$ cat config.mk
export PLATFORM = sky130hd
export DESIGN_NAME = bsp_core
export DESIGN_NICKNAME = d
export VERILOG_FILES = /design/src/design/bsp_sync.v /design/src/design/bsp_clkgen.v /design/src/design/bsp_core.v
export VERILOG_INCLUDE_DIRS = /design/src /design/src/design
export SDC_FILE = /design/constraint.sdc
export NUM_CORES = 1
export LEC_CHECK = 0
export BUFFER_PORTS_ARGS = -buffer_cell sky130_fd_sc_hd__buf_2
export CAP_MARGIN = 40
export CELL_PAD_IN_SITES_DETAIL_PLACEMENT = 0
export CELL_PAD_IN_SITES_GLOBAL_PLACEMENT = 2
export CORE_AREA = 2 2 247 249
export DETAILED_ROUTE_END_ITERATION = 16
export DIE_AREA = 0 0 249 251
export PLACE_DENSITY = 0.79
export SYNTH_ARGS = -nofsm -noshare
export SYNTH_HDL_FRONTEND = slang
export SYNTH_SLANG_ARGS = --single-unit
$ cat constraint.sdc
create_clock -name clk_in -period 22.6 [get_ports clk_in]
set_clock_uncertainty 0.2 [all_clocks]
set_input_delay 4.52 -clock clk_in [delete_from_list [all_inputs] [get_ports clk_in]]
set_output_delay 4.52 -clock clk_in [all_outputs]
set_load 0.01 [all_outputs]
$ cat src/design/bsp_map.vh
`ifndef BSP_MAP_VH
`define BSP_MAP_VH
// Peripheral bus word addresses (first port instance)
`define BSP_ADDR_RX_DATA_UPPER 8'h20
`define BSP_ADDR_RX_DATA_LOWER 8'h21
`define BSP_ADDR_TX_DATA_UPPER 8'h22
`define BSP_ADDR_TX_DATA_LOWER 8'h23
`define BSP_ADDR_SUBADDR 8'h38
`define BSP_ADDR_SUBDATA 8'h39
// Sub-addresses behind the shared data address
`define BSP_SUB_PORT_CTRL_ONE 4'h0
`define BSP_SUB_PORT_CTRL_TWO 4'h1
`define BSP_SUB_RX_CTRL_ONE 4'h2
`define BSP_SUB_RX_CTRL_TWO 4'h3
`define BSP_SUB_TX_CTRL_ONE 4'h4
`define BSP_SUB_TX_CTRL_TWO 4'h5
`define BSP_SUB_RATE_ONE 4'h6
`define BSP_SUB_RATE_TWO 4'h7
`define BSP_SUB_MCH_ONE 4'h8
`define BSP_SUB_MCH_TWO 4'h9
`define BSP_SUB_RX_CH_A 4'ha
`define BSP_SUB_RX_CH_B 4'hb
`define BSP_SUB_TX_CH_A 4'hc
`define BSP_SUB_TX_CH_B 4'hd
`define BSP_SUB_PIN_CTRL 4'he
`define BSP_SUB_LAST 4'he
// Field positions
`define BSP_RST_BIT 0
`define BSP_RDY_BIT 1
`define BSP_WLEN_LSB 5
`define BSP_WLEN_MSB 7
`define BSP_DIV_MSB 7
`define BSP_PIN_CLK_OUT_BIT 8
`define BSP_PIN_FRM_OUT_BIT 10
`define BSP_PIN_RX_CLK_OUT_BIT 9
`define BSP_PIN_RX_FRM_OUT_BIT 11
`define BSP_PIN_EXT_SOURCE_CLOCK_SEL_BIT 12
// Word length codes
`define BSP_WLEN_8 3'h0
`define BSP_WLEN_12 3'h1
`define BSP_WLEN_16 3'h2
`define BSP_WLEN_20 3'h3
`define BSP_WLEN_24 3'h4
`define BSP_WLEN_32 3'h5
// Reset values
`define BSP_REG_RESET 16'h0000
`define BSP_DIV_RESET 8'h03
`endif

$ cat src/design/bsp_sync.v
`timescale 1ns/100ps
// Two-stage synchroniser for one pin
module bsp_sync (
    input wire clk_in, // System clock
    input wire reset_in, // Async reset
    input wire d_in, // Asynchronous level
    output reg q_out // Synchronised level
);
    reg meta_r;
    // First stage read only by second
    always @(posedge clk_in or posedge reset_in) begin
        if (reset_in) begin
            meta_r <= 1'b0;
            q_out <= 1'b0;
        end else begin
            meta_r <= d_in;
            q_out <= meta_r;
        end
    end
endmodule

$ cat src/design/bsp_clkgen.v
`timescale 1ns/100ps
// Internal bit clock and frame pulse generator
module bsp_clkgen #(
    parameter DIV_W = 8
) (
    input wire clk_in, // System clock
    input wire reset_in, // Async reset
    input wire run_in, // Generator enabled
    input wire [DIV_W-1:0] div_in, // Half period minus one
    input wire [5:0] bits_in, // Bits per frame minus one
    input wire src_in, // Synced external source clock
    input wire src_sel_in, // Count external source edges
    output reg bclk_out, // Generated bit clock
    output reg frame_out // Frame pulse, one bit long
);
    reg [DIV_W-1:0] cnt_r;
    reg [5:0] bit_r;
    reg src_d_r;
    wire tick;
    assign tick = src_sel_in ? (src_in & ~src_d_r) : 1'b1;
    // Divide, toggle, and count bits for frames
    always @(posedge clk_in or posedge reset_in) begin
        if (reset_in) begin
            cnt_r <= {DIV_W{1'b0}};
            bit_r <= 6'h00;
            src_d_r <= 1'b0;
            bclk_out <= 1'b0;
            frame_out <= 1'b0;
        end else begin
            src_d_r <= src_in;
            if (!run_in) begin
                cnt_r <= {DIV_W{1'b0}};
                bit_r <= 6'h00;
                bclk_out <= 1'b0;
                frame_out <= 1'b0;
            end else if (tick) begin
                if (cnt_r == div_in) begin
                    cnt_r <= {DIV_W{1'b0}};
                    bclk_out <= ~bclk_out;
                    // Frame changes on falling edge so it is stable at rising
                    if (bclk_out) begin
                        frame_out <= (bit_r == 6'h00);
                        bit_r <= (bit_r == bits_in) ? 6'h00 : bit_r + 6'h01;
                    end
                end else begin
                    cnt_r <= cnt_r + {{(DIV_W-1){1'b0}}, 1'b1};
                end
            end
        end
    end
endmodule

$ cat src/design/bsp_core.v
`timescale 1ns/100ps
`include "bsp_map.vh"
module bsp_core (
    input wire clk_in, // 250 MHz system clock
    input wire reset_in, // Async reset, active high
    input wire [7:0] bus_addr_in, // Peripheral bus word address
    input wire bus_wr_in, // Write strobe
    input wire bus_rd_in, // Read strobe
    input wire [15:0] bus_wdata_in, // Write data
    output reg [15:0] bus_rdata_out, // Read data, valid cycle after read
    output reg serial_data_out, // Transmit data pin
    output reg serial_data_oe_n_out, // Low while driving data pin
    input wire serial_data_in, // Receive data pin
    input wire ext_source_clock_in, // External clock pin
    input wire tx_bit_clock_in, // Transmit clock pin level
    output reg tx_bit_clock_out, // Transmit clock drive
    output reg tx_bit_clock_oe_n_out, // Low while driving
    input wire rx_bit_clock_in, // Receive clock pin level
    output reg rx_bit_clock_out, // Receive clock drive
    output reg rx_bit_clock_oe_n_out, // Low while driving
    input wire tx_frame_pulse_in, // Transmit frame pin level
    output reg tx_frame_pulse_out, // Transmit frame drive
    output reg tx_frame_pulse_oe_n_out, // Low while driving
    input wire rx_frame_pulse_in, // Receive frame pin level
    output reg rx_frame_pulse_out, // Receive frame drive
    output reg rx_frame_pulse_oe_n_out, // Low while driving
    output reg rx_irq_out, // Receive interrupt pulse
    output reg tx_irq_out, // Transmit interrupt pulse
    output reg rx_dma_req_out, // Receive DMA event pulse
    output reg tx_dma_req_out, // Transmit DMA event pulse
    output reg rx_dma_req_alt_out, // Alternate receive DMA event pulse
    output reg tx_dma_req_alt_out // Alternate transmit DMA event pulse
);
    // Configuration registers
    reg [3:0] subaddr_r;
    reg [15:0] cfg_r [0:14];
    // Data registers as the bus sees them
    reg [15:0] tx_hi_r;
    reg [15:0] tx_lo_r;
    reg [15:0] rx_hi_r;
    reg [15:0] rx_lo_r;
    // Shifters and buffer, unreachable from the bus
    reg [31:0] tx_shifter_r;
    reg [31:0] rx_shifter_r;
    reg [31:0] rx_buffer_r;
    // Flags between bus side and link side
    reg tx_full_r;
    reg tx_busy_r;
    reg tx_frame_pend_r;
    reg rx_buf_full_r;
    reg rx_rdy_r;
    reg rx_overrun_r;
    reg rx_act_r;
    // Bit counters and clock history
    reg [5:0] tx_cnt_r;
    reg [5:0] rx_cnt_r;
    reg tx_clk_d_r;
    reg rx_clk_d_r;
    integer i;
    // Views into the configuration words
    wire [15:0] port1 = cfg_r[`BSP_SUB_PORT_CTRL_ONE];
    wire [15:0] port2 = cfg_r[`BSP_SUB_PORT_CTRL_TWO];
    wire [15:0] pinc = cfg_r[`BSP_SUB_PIN_CTRL];
    wire rx_en = port1[`BSP_RST_BIT];
    wire tx_en = port2[`BSP_RST_BIT];
    wire [2:0] rx_wlen = cfg_r[`BSP_SUB_RX_CTRL_ONE][`BSP_WLEN_MSB:`BSP_WLEN_LSB];
    wire [2:0] tx_wlen = cfg_r[`BSP_SUB_TX_CTRL_ONE][`BSP_WLEN_MSB:`BSP_WLEN_LSB];
    // Length minus one per code
    function [5:0] wlen_bits;
        input [2:0] code;
        begin
            case (code)
                `BSP_WLEN_8: wlen_bits = 6'd7;
                `BSP_WLEN_12: wlen_bits = 6'd11;
                `BSP_WLEN_16: wlen_bits = 6'd15;
                `BSP_WLEN_20: wlen_bits = 6'd19;
                `BSP_WLEN_24: wlen_bits = 6'd23;
                `BSP_WLEN_32: wlen_bits = 6'd31;
                default: wlen_bits = 6'd31;
            endcase
        end
    endfunction
    wire [5:0] rx_last = wlen_bits(rx_wlen);
    wire [5:0] tx_last = wlen_bits(tx_wlen);
    // Upper halves only used beyond 16 bits
    wire rx_wide = rx_last > 6'd15;
    wire tx_wide = tx_last > 6'd15;
    // Synchronised pins
    wire dr_s;
    wire ext_source_clock_s;
    wire txc_s;
    wire rxc_s;
    wire txf_s;
    wire rxf_s;
    bsp_sync u_s_dr (.clk_in(clk_in), .reset_in(reset_in), .d_in(serial_data_in), .q_out(dr_s));
    bsp_sync u_s_cs (.clk_in(clk_in), .reset_in(reset_in), .d_in(ext_source_clock_in), .q_out(ext_source_clock_s));
    bsp_sync u_s_xc (.clk_in(clk_in), .reset_in(reset_in), .d_in(tx_bit_clock_in), .q_out(txc_s));
    bsp_sync u_s_rc (.clk_in(clk_in), .reset_in(reset_in), .d_in(rx_bit_clock_in), .q_out(rxc_s));
    bsp_sync u_s_xf (.clk_in(clk_in), .reset_in(reset_in), .d_in(tx_frame_pulse_in), .q_out(txf_s));
    bsp_sync u_s_rf (.clk_in(clk_in), .reset_in(reset_in), .d_in(rx_frame_pulse_in), .q_out(rxf_s));
    // Independent generators per direction
    wire gtx_clk;
    wire gtx_frm;
    wire grx_clk;
    wire grx_frm;
    bsp_clkgen #(.DIV_W(8)) u_gen_tx (
        .clk_in(clk_in), .reset_in(reset_in),
        .run_in(tx_en & pinc[`BSP_PIN_CLK_OUT_BIT]),
        .div_in(cfg_r[`BSP_SUB_RATE_ONE][`BSP_DIV_MSB:0]),
        .bits_in(tx_last), .src_in(ext_source_clock_s), .src_sel_in(pinc[`BSP_PIN_EXT_SOURCE_CLOCK_SEL_BIT]),
        .bclk_out(gtx_clk), .frame_out(gtx_frm));
    bsp_clkgen #(.DIV_W(8)) u_gen_rx (
        .clk_in(clk_in), .reset_in(reset_in),
        .run_in(rx_en & pinc[`BSP_PIN_RX_CLK_OUT_BIT]),
        .div_in(cfg_r[`BSP_SUB_RATE_TWO][`BSP_DIV_MSB:0]),
        .bits_in(rx_last), .src_in(ext_source_clock_s), .src_sel_in(pinc[`BSP_PIN_EXT_SOURCE_CLOCK_SEL_BIT]),
        .bclk_out(grx_clk), .frame_out(grx_frm));
    // Effective clock and frame per direction: internal or from pin
    wire tx_clk = pinc[`BSP_PIN_CLK_OUT_BIT] ? gtx_clk : txc_s;
    wire rx_clk = pinc[`BSP_PIN_RX_CLK_OUT_BIT] ? grx_clk : rxc_s;
    wire tx_frm = pinc[`BSP_PIN_FRM_OUT_BIT] ? gtx_frm : txf_s;
    wire rx_frm = pinc[`BSP_PIN_RX_FRM_OUT_BIT] ? grx_frm : rxf_s;
    // Edge detectors on the chosen clocks
    wire tx_rise = tx_clk & ~tx_clk_d_r;
    wire tx_fall = ~tx_clk & tx_clk_d_r;
    wire rx_fall = ~rx_clk & rx_clk_d_r;
    // Bus decode
    wire wr_sub = bus_wr_in & (bus_addr_in == `BSP_ADDR_SUBADDR);
    wire wr_cfg = bus_wr_in & (bus_addr_in == `BSP_ADDR_SUBDATA) & (subaddr_r <= `BSP_SUB_LAST);
    wire wr_txhi = bus_wr_in & (bus_addr_in == `BSP_ADDR_TX_DATA_UPPER) & tx_wide;
    wire wr_txlo = bus_wr_in & (bus_addr_in == `BSP_ADDR_TX_DATA_LOWER);
    wire rd_rxlo = bus_rd_in & (bus_addr_in == `BSP_ADDR_RX_DATA_LOWER);
    // Hand-over strobes; a pending word is never overwritten
    wire tx_load = tx_full_r & ~tx_busy_r & ~tx_frame_pend_r & tx_en;
    wire tx_word_end = tx_busy_r & tx_fall & (tx_cnt_r == tx_last);
    wire rx_word_end = rx_act_r & rx_fall & (rx_cnt_r == rx_last);
    wire rx_copy = rx_buf_full_r & ~rx_rdy_r;
    // Register writes through sub-address indirection
    always @(posedge clk_in or posedge reset_in) begin
        if (reset_in) begin
            subaddr_r <= 4'h0;
            for (i = 0; i < 15; i = i + 1)
                cfg_r[i] <= `BSP_REG_RESET;
        end else begin
            if (wr_sub)
                subaddr_r <= bus_wdata_in[3:0];
            if (wr_cfg)
                cfg_r[subaddr_r] <= bus_wdata_in;
        end
    end
    // Read mux; status bits replace ready flags in port control one and two
    always @(posedge clk_in or posedge reset_in) begin
        if (reset_in) begin
            bus_rdata_out <= 16'h0000;
        end else if (bus_rd_in) begin
            case (bus_addr_in)
                `BSP_ADDR_RX_DATA_UPPER: bus_rdata_out <= rx_wide ? rx_hi_r : 16'h0000;
                `BSP_ADDR_RX_DATA_LOWER: bus_rdata_out <= rx_lo_r;
                `BSP_ADDR_TX_DATA_UPPER: bus_rdata_out <= tx_hi_r;
                `BSP_ADDR_TX_DATA_LOWER: bus_rdata_out <= tx_lo_r;
                `BSP_ADDR_SUBADDR: bus_rdata_out <= {12'h000, subaddr_r};
                `BSP_ADDR_SUBDATA: begin
                    if (subaddr_r == `BSP_SUB_PORT_CTRL_ONE)
                        bus_rdata_out <= {port1[15:3], rx_overrun_r, rx_rdy_r, port1[0]};
                    else if (subaddr_r == `BSP_SUB_PORT_CTRL_TWO)
                        bus_rdata_out <= {port2[15:2], ~tx_full_r, port2[0]};
                    else if (subaddr_r <= `BSP_SUB_LAST)
                        bus_rdata_out <= cfg_r[subaddr_r];
                    else
                        bus_rdata_out <= 16'h0000;
                end
                default: bus_rdata_out <= 16'h0000;
            endcase
        end
    end
    // Transmit path: data register, shifter, pin
    always @(posedge clk_in or posedge reset_in) begin
        if (reset_in) begin
            tx_hi_r <= 16'h0000;
            tx_lo_r <= 16'h0000;
            tx_full_r <= 1'b0;
            tx_busy_r <= 1'b0;
            tx_shifter_r <= 32'h0000_0000;
            tx_cnt_r <= 6'h00;
            tx_clk_d_r <= 1'b0;
            tx_frame_pend_r <= 1'b0;
            serial_data_out <= 1'b0;
            serial_data_oe_n_out <= 1'b1;
        end else begin
            tx_clk_d_r <= tx_clk;
            // Upper half only beyond 16 bits
            if (wr_txhi)
                tx_hi_r <= bus_wdata_in;
            // Lower half write completes the word; shifting continues
            if (wr_txlo) begin
                tx_lo_r <= bus_wdata_in;
                tx_full_r <= 1'b1;
            end else if (tx_load) begin
                tx_full_r <= 1'b0;
            end
            // Disabled transmitter floats the data pin
            if (!tx_en) begin
                tx_busy_r <= 1'b0;
                tx_frame_pend_r <= 1'b0;
                serial_data_oe_n_out <= 1'b1;
            end else begin
                if (tx_load) begin
                    // Left-align word so the MSB leaves first
                    tx_shifter_r <= ({tx_wide ? tx_hi_r : 16'h0000, tx_lo_r}) << (6'd31 - tx_last);
                    tx_frame_pend_r <= 1'b1;
                end
                if (tx_frame_pend_r & tx_rise & tx_frm) begin
                    tx_frame_pend_r <= 1'b0;
                    tx_busy_r <= 1'b1;
                    tx_cnt_r <= 6'h00;
                end
                // Drive next bit on falling clock edge
                if (tx_busy_r & tx_fall) begin
                    serial_data_out <= tx_shifter_r[31];
                    serial_data_oe_n_out <= 1'b0;
                    tx_shifter_r <= {tx_shifter_r[30:0], 1'b0};
                    tx_cnt_r <= tx_cnt_r + 6'h01;
                    if (tx_cnt_r == tx_last)
                        tx_busy_r <= 1'b0;
                end
            end
        end
    end
    // Receive path: shifter, buffer, data registers
    always @(posedge clk_in or posedge reset_in) begin
        if (reset_in) begin
            rx_shifter_r <= 32'h0000_0000;
            rx_buffer_r <= 32'h0000_0000;
            rx_hi_r <= 16'h0000;
            rx_lo_r <= 16'h0000;
            rx_cnt_r <= 6'h00;
            rx_act_r <= 1'b0;
            rx_buf_full_r <= 1'b0;
            rx_rdy_r <= 1'b0;
            rx_overrun_r <= 1'b0;
            rx_clk_d_r <= 1'b0;
        end else begin
            rx_clk_d_r <= rx_clk;
            // Disabled receiver drops its flags
            if (!rx_en) begin
                rx_act_r <= 1'b0;
                rx_buf_full_r <= 1'b0;
                rx_rdy_r <= 1'b0;
                rx_overrun_r <= 1'b0;
            end else begin
                // Sample on falling edge of receive clock
                if (rx_fall) begin
                    if (!rx_act_r && rx_frm) begin
                        rx_act_r <= 1'b1;
                        rx_cnt_r <= 6'h01;
                        rx_shifter_r <= {31'h0000_0000, dr_s};
                    end else if (rx_act_r) begin
                        rx_shifter_r <= {rx_shifter_r[30:0], dr_s};
                        rx_cnt_r <= rx_cnt_r + 6'h01;
                        if (rx_cnt_r == rx_last)
                            rx_act_r <= 1'b0;
                    end
                end
                // Word complete moves to buffer; overrun if buffer still held
                if (rx_word_end) begin
                    if (rx_buf_full_r & ~rx_copy)
                        rx_overrun_r <= 1'b1;
                    else begin
                        rx_buffer_r <= {rx_shifter_r[30:0], dr_s};
                        rx_buf_full_r <= 1'b1;
                    end
                end else if (rx_copy) begin
                    rx_buf_full_r <= 1'b0;
                end
                if (rx_copy) begin
                    rx_lo_r <= rx_buffer_r[15:0];
                    if (rx_wide)
                        rx_hi_r <= rx_buffer_r[31:16];
                end
                // Ready set wins over read clear
                if (rx_copy)
                    rx_rdy_r <= 1'b1;
                else if (rd_rxlo)
                    rx_rdy_r <= 1'b0;
            end
        end
    end
    // Pin drives for clock and frame pins
    always @(posedge clk_in or posedge reset_in) begin
        if (reset_in) begin
            tx_bit_clock_out <= 1'b0;
            tx_bit_clock_oe_n_out <= 1'b1;
            rx_bit_clock_out <= 1'b0;
            rx_bit_clock_oe_n_out <= 1'b1;
            tx_frame_pulse_out <= 1'b0;
            tx_frame_pulse_oe_n_out <= 1'b1;
            rx_frame_pulse_out <= 1'b0;
            rx_frame_pulse_oe_n_out <= 1'b1;
        end else begin
            tx_bit_clock_out <= gtx_clk;
            tx_bit_clock_oe_n_out <= ~pinc[`BSP_PIN_CLK_OUT_BIT];
            rx_bit_clock_out <= grx_clk;
            rx_bit_clock_oe_n_out <= ~pinc[`BSP_PIN_RX_CLK_OUT_BIT];
            tx_frame_pulse_out <= gtx_frm;
            tx_frame_pulse_oe_n_out <= ~pinc[`BSP_PIN_FRM_OUT_BIT];
            rx_frame_pulse_out <= grx_frm;
            rx_frame_pulse_oe_n_out <= ~pinc[`BSP_PIN_RX_FRM_OUT_BIT];
        end
    end
    // Event pulses to processor and DMA
    always @(posedge clk_in or posedge reset_in) begin
        if (reset_in) begin
            rx_irq_out <= 1'b0;
            tx_irq_out <= 1'b0;
            rx_dma_req_out <= 1'b0;
            tx_dma_req_out <= 1'b0;
            rx_dma_req_alt_out <= 1'b0;
            tx_dma_req_alt_out <= 1'b0;
        end else begin
            rx_irq_out <= rx_copy;
            tx_irq_out <= tx_load;
            rx_dma_req_out <= rx_copy;
            tx_dma_req_out <= tx_load;
            rx_dma_req_alt_out <= rx_word_end & rx_overrun_r;
            tx_dma_req_alt_out <= tx_word_end;
        end
    end
endmodule

# == Word-level counts from Yosys, hierarchy flattened ==
# Cells that the tools add are included.
# word_totals
regBits,499
input_bits,34
output_inout_bits,32
wordCells,268
# classes
addsub,7
magnitude_cmp,5
eq_ne,35
shift,1
n_mux,83
bitwise,42
n_reduce_logical,25
# op_table
cell,count
bitwise mux 240 bit,1
2-to-1 mux 16 bit,8
case mux 16 bit (6 select lines),1
2-to-1 mux 6 bit,14
binary-select mux 16 bit (select 4 bit),1
demux 16 bit (select 4 bit),1
2-to-1 mux 32 bit,2
2-to-1 mux 31 bit,2
case mux 5 bit (5 select lines),2
equality test 8 x 6 -> 1 bit (second input constant),6
2-to-1 mux 8 bit,6
2-to-1 mux 1 bit,45
<< shifter 32 x 6 -> 32 bit,1
bitwise AND 1 bit,25
adder 6 x 1 -> 6 bit (second input constant),4
adder 8 x 1 -> 8 bit (second input constant),2
equality test 8 bit,2
inverter 1 bit,16
AND reduction 2 bit,8
AND reduction 3 bit,5
equality test 3 x 2 -> 1 bit (second input constant),4
equality test 6 x 5 -> 1 bit,2
equality test 6 bit,2
greater-than comparator 6 x 4 -> 1 bit (second input constant),2
18 further kinds,36

# == Depth between registers and ports, before layout ==
# logic_depth
word_depth,8
depth_mapped,9
depth_no_buf,6

# == Modules after synthesis ==
# A second synthesis with hierarchy kept.
# hier_totals
cells_unflattened,1872
hier_area_um2,23660.2
# by_module_without_submodules
module,n_inst,cells_per_inst,area_per_inst_um2,seq_area_each_um2
bsp_core,1,1642,21137.8,11342.1
bsp_clkgen,2,106,1099.8,425.4
bsp_sync,6,3,53.8,50.0

# == Least setup slack after synthesis ==
# No wires, ideal clock.
# synth_timing
path_type,in2reg
from,input bus_addr_in[2]
to,register cfg_r[144] (netlist name)
setup_ns,0.125
arrival_time_ns,6.408
required_time_ns,22.275
slack_ns,15.867
stages,9
n_path_buf,4
path_cell_list,or4b_1 buf_2 nor2_4 and3_1 buf_6 and3_1 buf_2 buf_4 mux2_2
# synth_via
elab_chain_cells,3
# synth_rtl
element,line,rtl
start: declaration,bsp_core.v:6,"input wire [7:0] bus_addr_in,"
equality test 8 x 6 -> 1 bit,-,
bitwise AND 1 bit (2 in a row),bsp_core.v:129,wire wr_cfg = bus_wr_in & (bus_addr_in == `BSP_ADDR_SUBDATA) & (subaddr_r <= `BSP_SUB_LAST);
end signal: indexed assignment,bsp_core.v:143,cfg_r[i] <= `BSP_REG_RESET;
end signal: indexed assignment,bsp_core.v:148,cfg_r[subaddr_r] <= bus_wdata_in;
end: declaration,bsp_core.v:36,reg [15:0] cfg_r [0:14];
# No other way between the ends.
# A chain may end at the register's enable or synchronous reset.

# == Worst setup path after layout ==
# layout_timing
from,input bus_addr_in[2]
to,register cfg_r[153] (netlist name)
# Same word-level chain as after synthesis.

==> summary.md <==
| Metric | Value |
|---|---|
| Syn Area/Cell | 12.8 um2 |
| Post-Synthesis Net Count | 1891 |
| Switching share of power | 0.226 |
| Critical path endpoint category | register |
| Ports | 66 |
| M1 WL | 29400 um |
| Largest net degree at the start of global routing | 169 |
| Reg2reg setup slack | 18.93 ns |
| Crit path buf inv count | 2 |
| Die H | 251 um |
| Layout cell share with drive strength beyond 1 | 0.335 |
| Total power | 1990 uW |
| Via count | 15600 |
| Post-CTS resize count | 0 |
| Post-synth top area cell | dfrtp_1 |
| Final WL | 65600 um |
| Pre-Repair DR Iteration Count | 7 |
| Status | complete, no violations |
| Drt wl/cell | 24.4 um |
| CORE AREA | 59800 um2 |
| GRT Total Usage | 0.211 |
| Fin crit period | 6.97 ns |
| Iter 0 DRT Violations | 1079 |
| Yosys top cell area share | 0.519 |
| Worst slew pin tran | 0.946 ns |
| Worst setup SP type | input port |
| Crit-path slowest cell | and3_1 |
| Die area | 62500 um2 |
| CTS root buf | clkbuf_16 |
| WS Path Type | in -> reg |
| F_max | 0.143 GHz |
| Cell Area, Synth | 23700 um2 |
| Die Wd | 249 um |
| Fill cells | 5382 |
| Site Rows | 90 |
| Cell Pwr Density | 74.5 nW/um2 |
| Clk pin slew, worst setup/hold paths | 0.06 ns |
| TritonCTS clock tree | done |
| Sequential share of the synthesized area | 0.524 |
| Vias per std cell | 5.81 |
| Max stage delay on crit path | 0.80 ns |
| Final hold vios | 0 |
| Critical path data required time | 22.89 ns |
| Crit-path leading delay family | simple AND/OR/NAND/NOR gates |
| Hold Path Class | reg -> reg |
| Post-CTS Setup Inserts | 0 |
| Sink Count | 497 |
| DP HPWL | 43300 um |
| Inserted Clock Buffers | 55 |
| DRT antenna net count | 0 |
| Final period utilization | 0.309 |
| Async set-reset flop share out of synthesis | 1.00 |
| Slew Limit Headroom | 0.370 |
| WL met2 | 31600 um |
| Setup TNS | 0 ns |
| Count leader, synth | dfrtp_1 |
| RSZ-0062 raised after global routing | false |
| # diodes | 0 |
| NetSw | 450 uW |
| Crit path cell chain | buf_2, or4b_1, nor2_4, and3_1, buf_4, and3_1, mux2_2 |
| Sequential share of power | 0.455 |
| CP most frequent cell | and3_1 |
| Clock Tree Buf Depth | 3 |
| Top_reg_cell synth | dfrtp_1 |
| Drt drc | 0 |
| Cell Int Power | 1540 uW |
| Post-synth EDFFs | 0 |
| Leakage | 0.0127 uW |
| Synth cell count leaders | 492 x dfrtp_1, 273 x mux2_2, 98 x mux2_4, 96 x nor2_1, 91 x clkbuf_1 |
| GRT overflow | 0 |
| Port-buffer cells | 65 |
| Post-route design area | 26700 um2 |
| Global placer's final weighted congestion | 0.843 |
| DR top layer | met4 |
| Comb pwr share | 0.043 |
| Fraction of power consumed by the clock network | 0.502 |
| H-tree Lvls | 2 |
| Post-Syn Instances | 1849 |
| First-pass GRT wire length | 102000 um |
| # hold bufs at CTS | 0 |
| Distinct cells, synth | 80 |
| FF+latch count, synth | 497 |
| Area Overhead vs Synth | 12.7% |
| # setup viols final | 0 |
| Hold WS | 0.147 ns |
| Number of global-route vias before repair | 15700 |
| CP Data Arrival Time | 7.26 ns |
| Initial antenna violation count | 1 |
| Slew Viols, Final | 0 |
| Initial Utilization | 0.397 |
| CP Max Fanout | 16 |
| Yosys warns | 0 |
| Maxcap violations | 0 |
| Final core occ | 0.447 |
| Area contributors post-synth | dfrtp_1 52%, mux2_2 13%, mux2_4 6.2% |
| Post-DP Area | 24700 um2 |
| Clock Latency Late Sink | 0.61 ns |
| Peak supply drop | 78.8 uV |
| Met3 WL post-DR | 2860 um |
| Nets@finish | 1905 |
## cell usage in the layout, fill, tap and decap left out, types with 32 or more instances in the layout
| cell type | count |
|---|---|
| nand2_1 | 78 |
| mux2_4 | 98 |
| a21oi_1 | 44 |
| dfrtp_1 | 490 |
| mux4_2 | 32 |
| mux2_2 | 273 |
| clkbuf_16 | 55 |
| nor2_1 | 96 |
| mux2i_1 | 35 |
| nand3_1 | 39 |
| o21ai_0 | 67 |
| buf_2 | 65 |
| a32o_1 | 34 |
## metal layers
metal / track usage / vias to the layer above
met2: 0.347 / 378
li1: - / 6947
met4: 0.0604 / 0
met5: 0 / -
met1: 0.292 / 8176
met3: 0.0284 / 99
## power groups by stage
| stage | registers, uW | logic [uW] | clock network, uW |
|---|---|---|---|
| 2_1_floorplan | 917 | 54.4 | 0 |
| 3_3_place_gp | 922 | 84.6 | 0 |
| 3_5_place_dp | 923 | 87.3 | 0 |
| 4_1_cts | 906 | 87.6 | 1020 |
| 5_1_grt | 907 | 94.4 | 1050 |
| 6_report | 907 | 86.2 | 1000 |
## state kept, by name, summed over array words and instances (netlist names), 8 cells and up
name / flops
rx_lo_r: 16
tx_shifter_r: 32
port2: 15
tx_hi_r: 16
tx_lo_r: 16
bus_rdata_out: 16
pinc: 16
rx_buffer_r: 32
cfg_r: 192
port1: 15
u_gen_tx.cnt_r: 8
rx_hi_r: 16
u_gen_rx.cnt_r: 8
rx_shifter_r: 31
## per-stage QoR
| step | cells | worst slack, ns |
|---|---|---|
| 6_report | 2687 | 15.63 |
| 5_1_grt | 2687 | 15.53 |
| 4_1_cts | 2687 | 15.68 |
| 3_5_place_dp | 2588 | 15.03 |
| 3_3_place_gp | 2582 | 15.08 |
| 2_1_floorplan | 1849 | 4.01 |
## area by class of cell
class / instances / area [um2] / share of cell area
tap: 782 / 978 / 0.0366
clock buffer: 69 / 1560 / 0.0583
clock inverter: 30 / 473 / 0.0177
inverter: 27 / 109 / 0.00407
timing repair buffer: 100 / 668 / 0.0250
multi-input combinational: 1182 / 10500 / 0.393
sequential: 497 / 12400 / 0.465
## path summary, 6_finish.rpt
check | from | end | cells after the start
worst max-delay path | bus_addr_in[2] | cfg_r[153] | 7
worst min-delay path | u_s_dr.meta_r | u_s_dr.q_out | 0
worst max register to register | subaddr_r[1] | bus_rdata_out[7] | 6
worst min register to register | u_s_dr.meta_r | u_s_dr.q_out | 0
max in group asynchronous | reset_in | cfg_r[153] | 5
min in group asynchronous | reset_in | tx_dma_req_alt_out | 2
## worst register-to-register path, delay by kind of cell, from the launching register on
kind                   cells  cell delay (ns)
and+or+nand+nor            1             0.19
DFF                        1             0.91
AOI/OAI and AO/OA          3             1.34
buffers and inverters      2             0.92
## cells by family (layout without fill, tap and decap cells)
kind of cell,count (synthesis),count (layout),synth area share
muxes,440,440,0.238
and+or+nand+nor,338,338,0.0756
adders and majority gates,8,8,0.00422
buffers and inverters,170,226,0.0334
DFF,497,497,0.524
AOI/OAI and AO/OA,359,359,0.111
xor gates and xnor gates,37,37,0.0137
(Power assumes the default switching activity.)
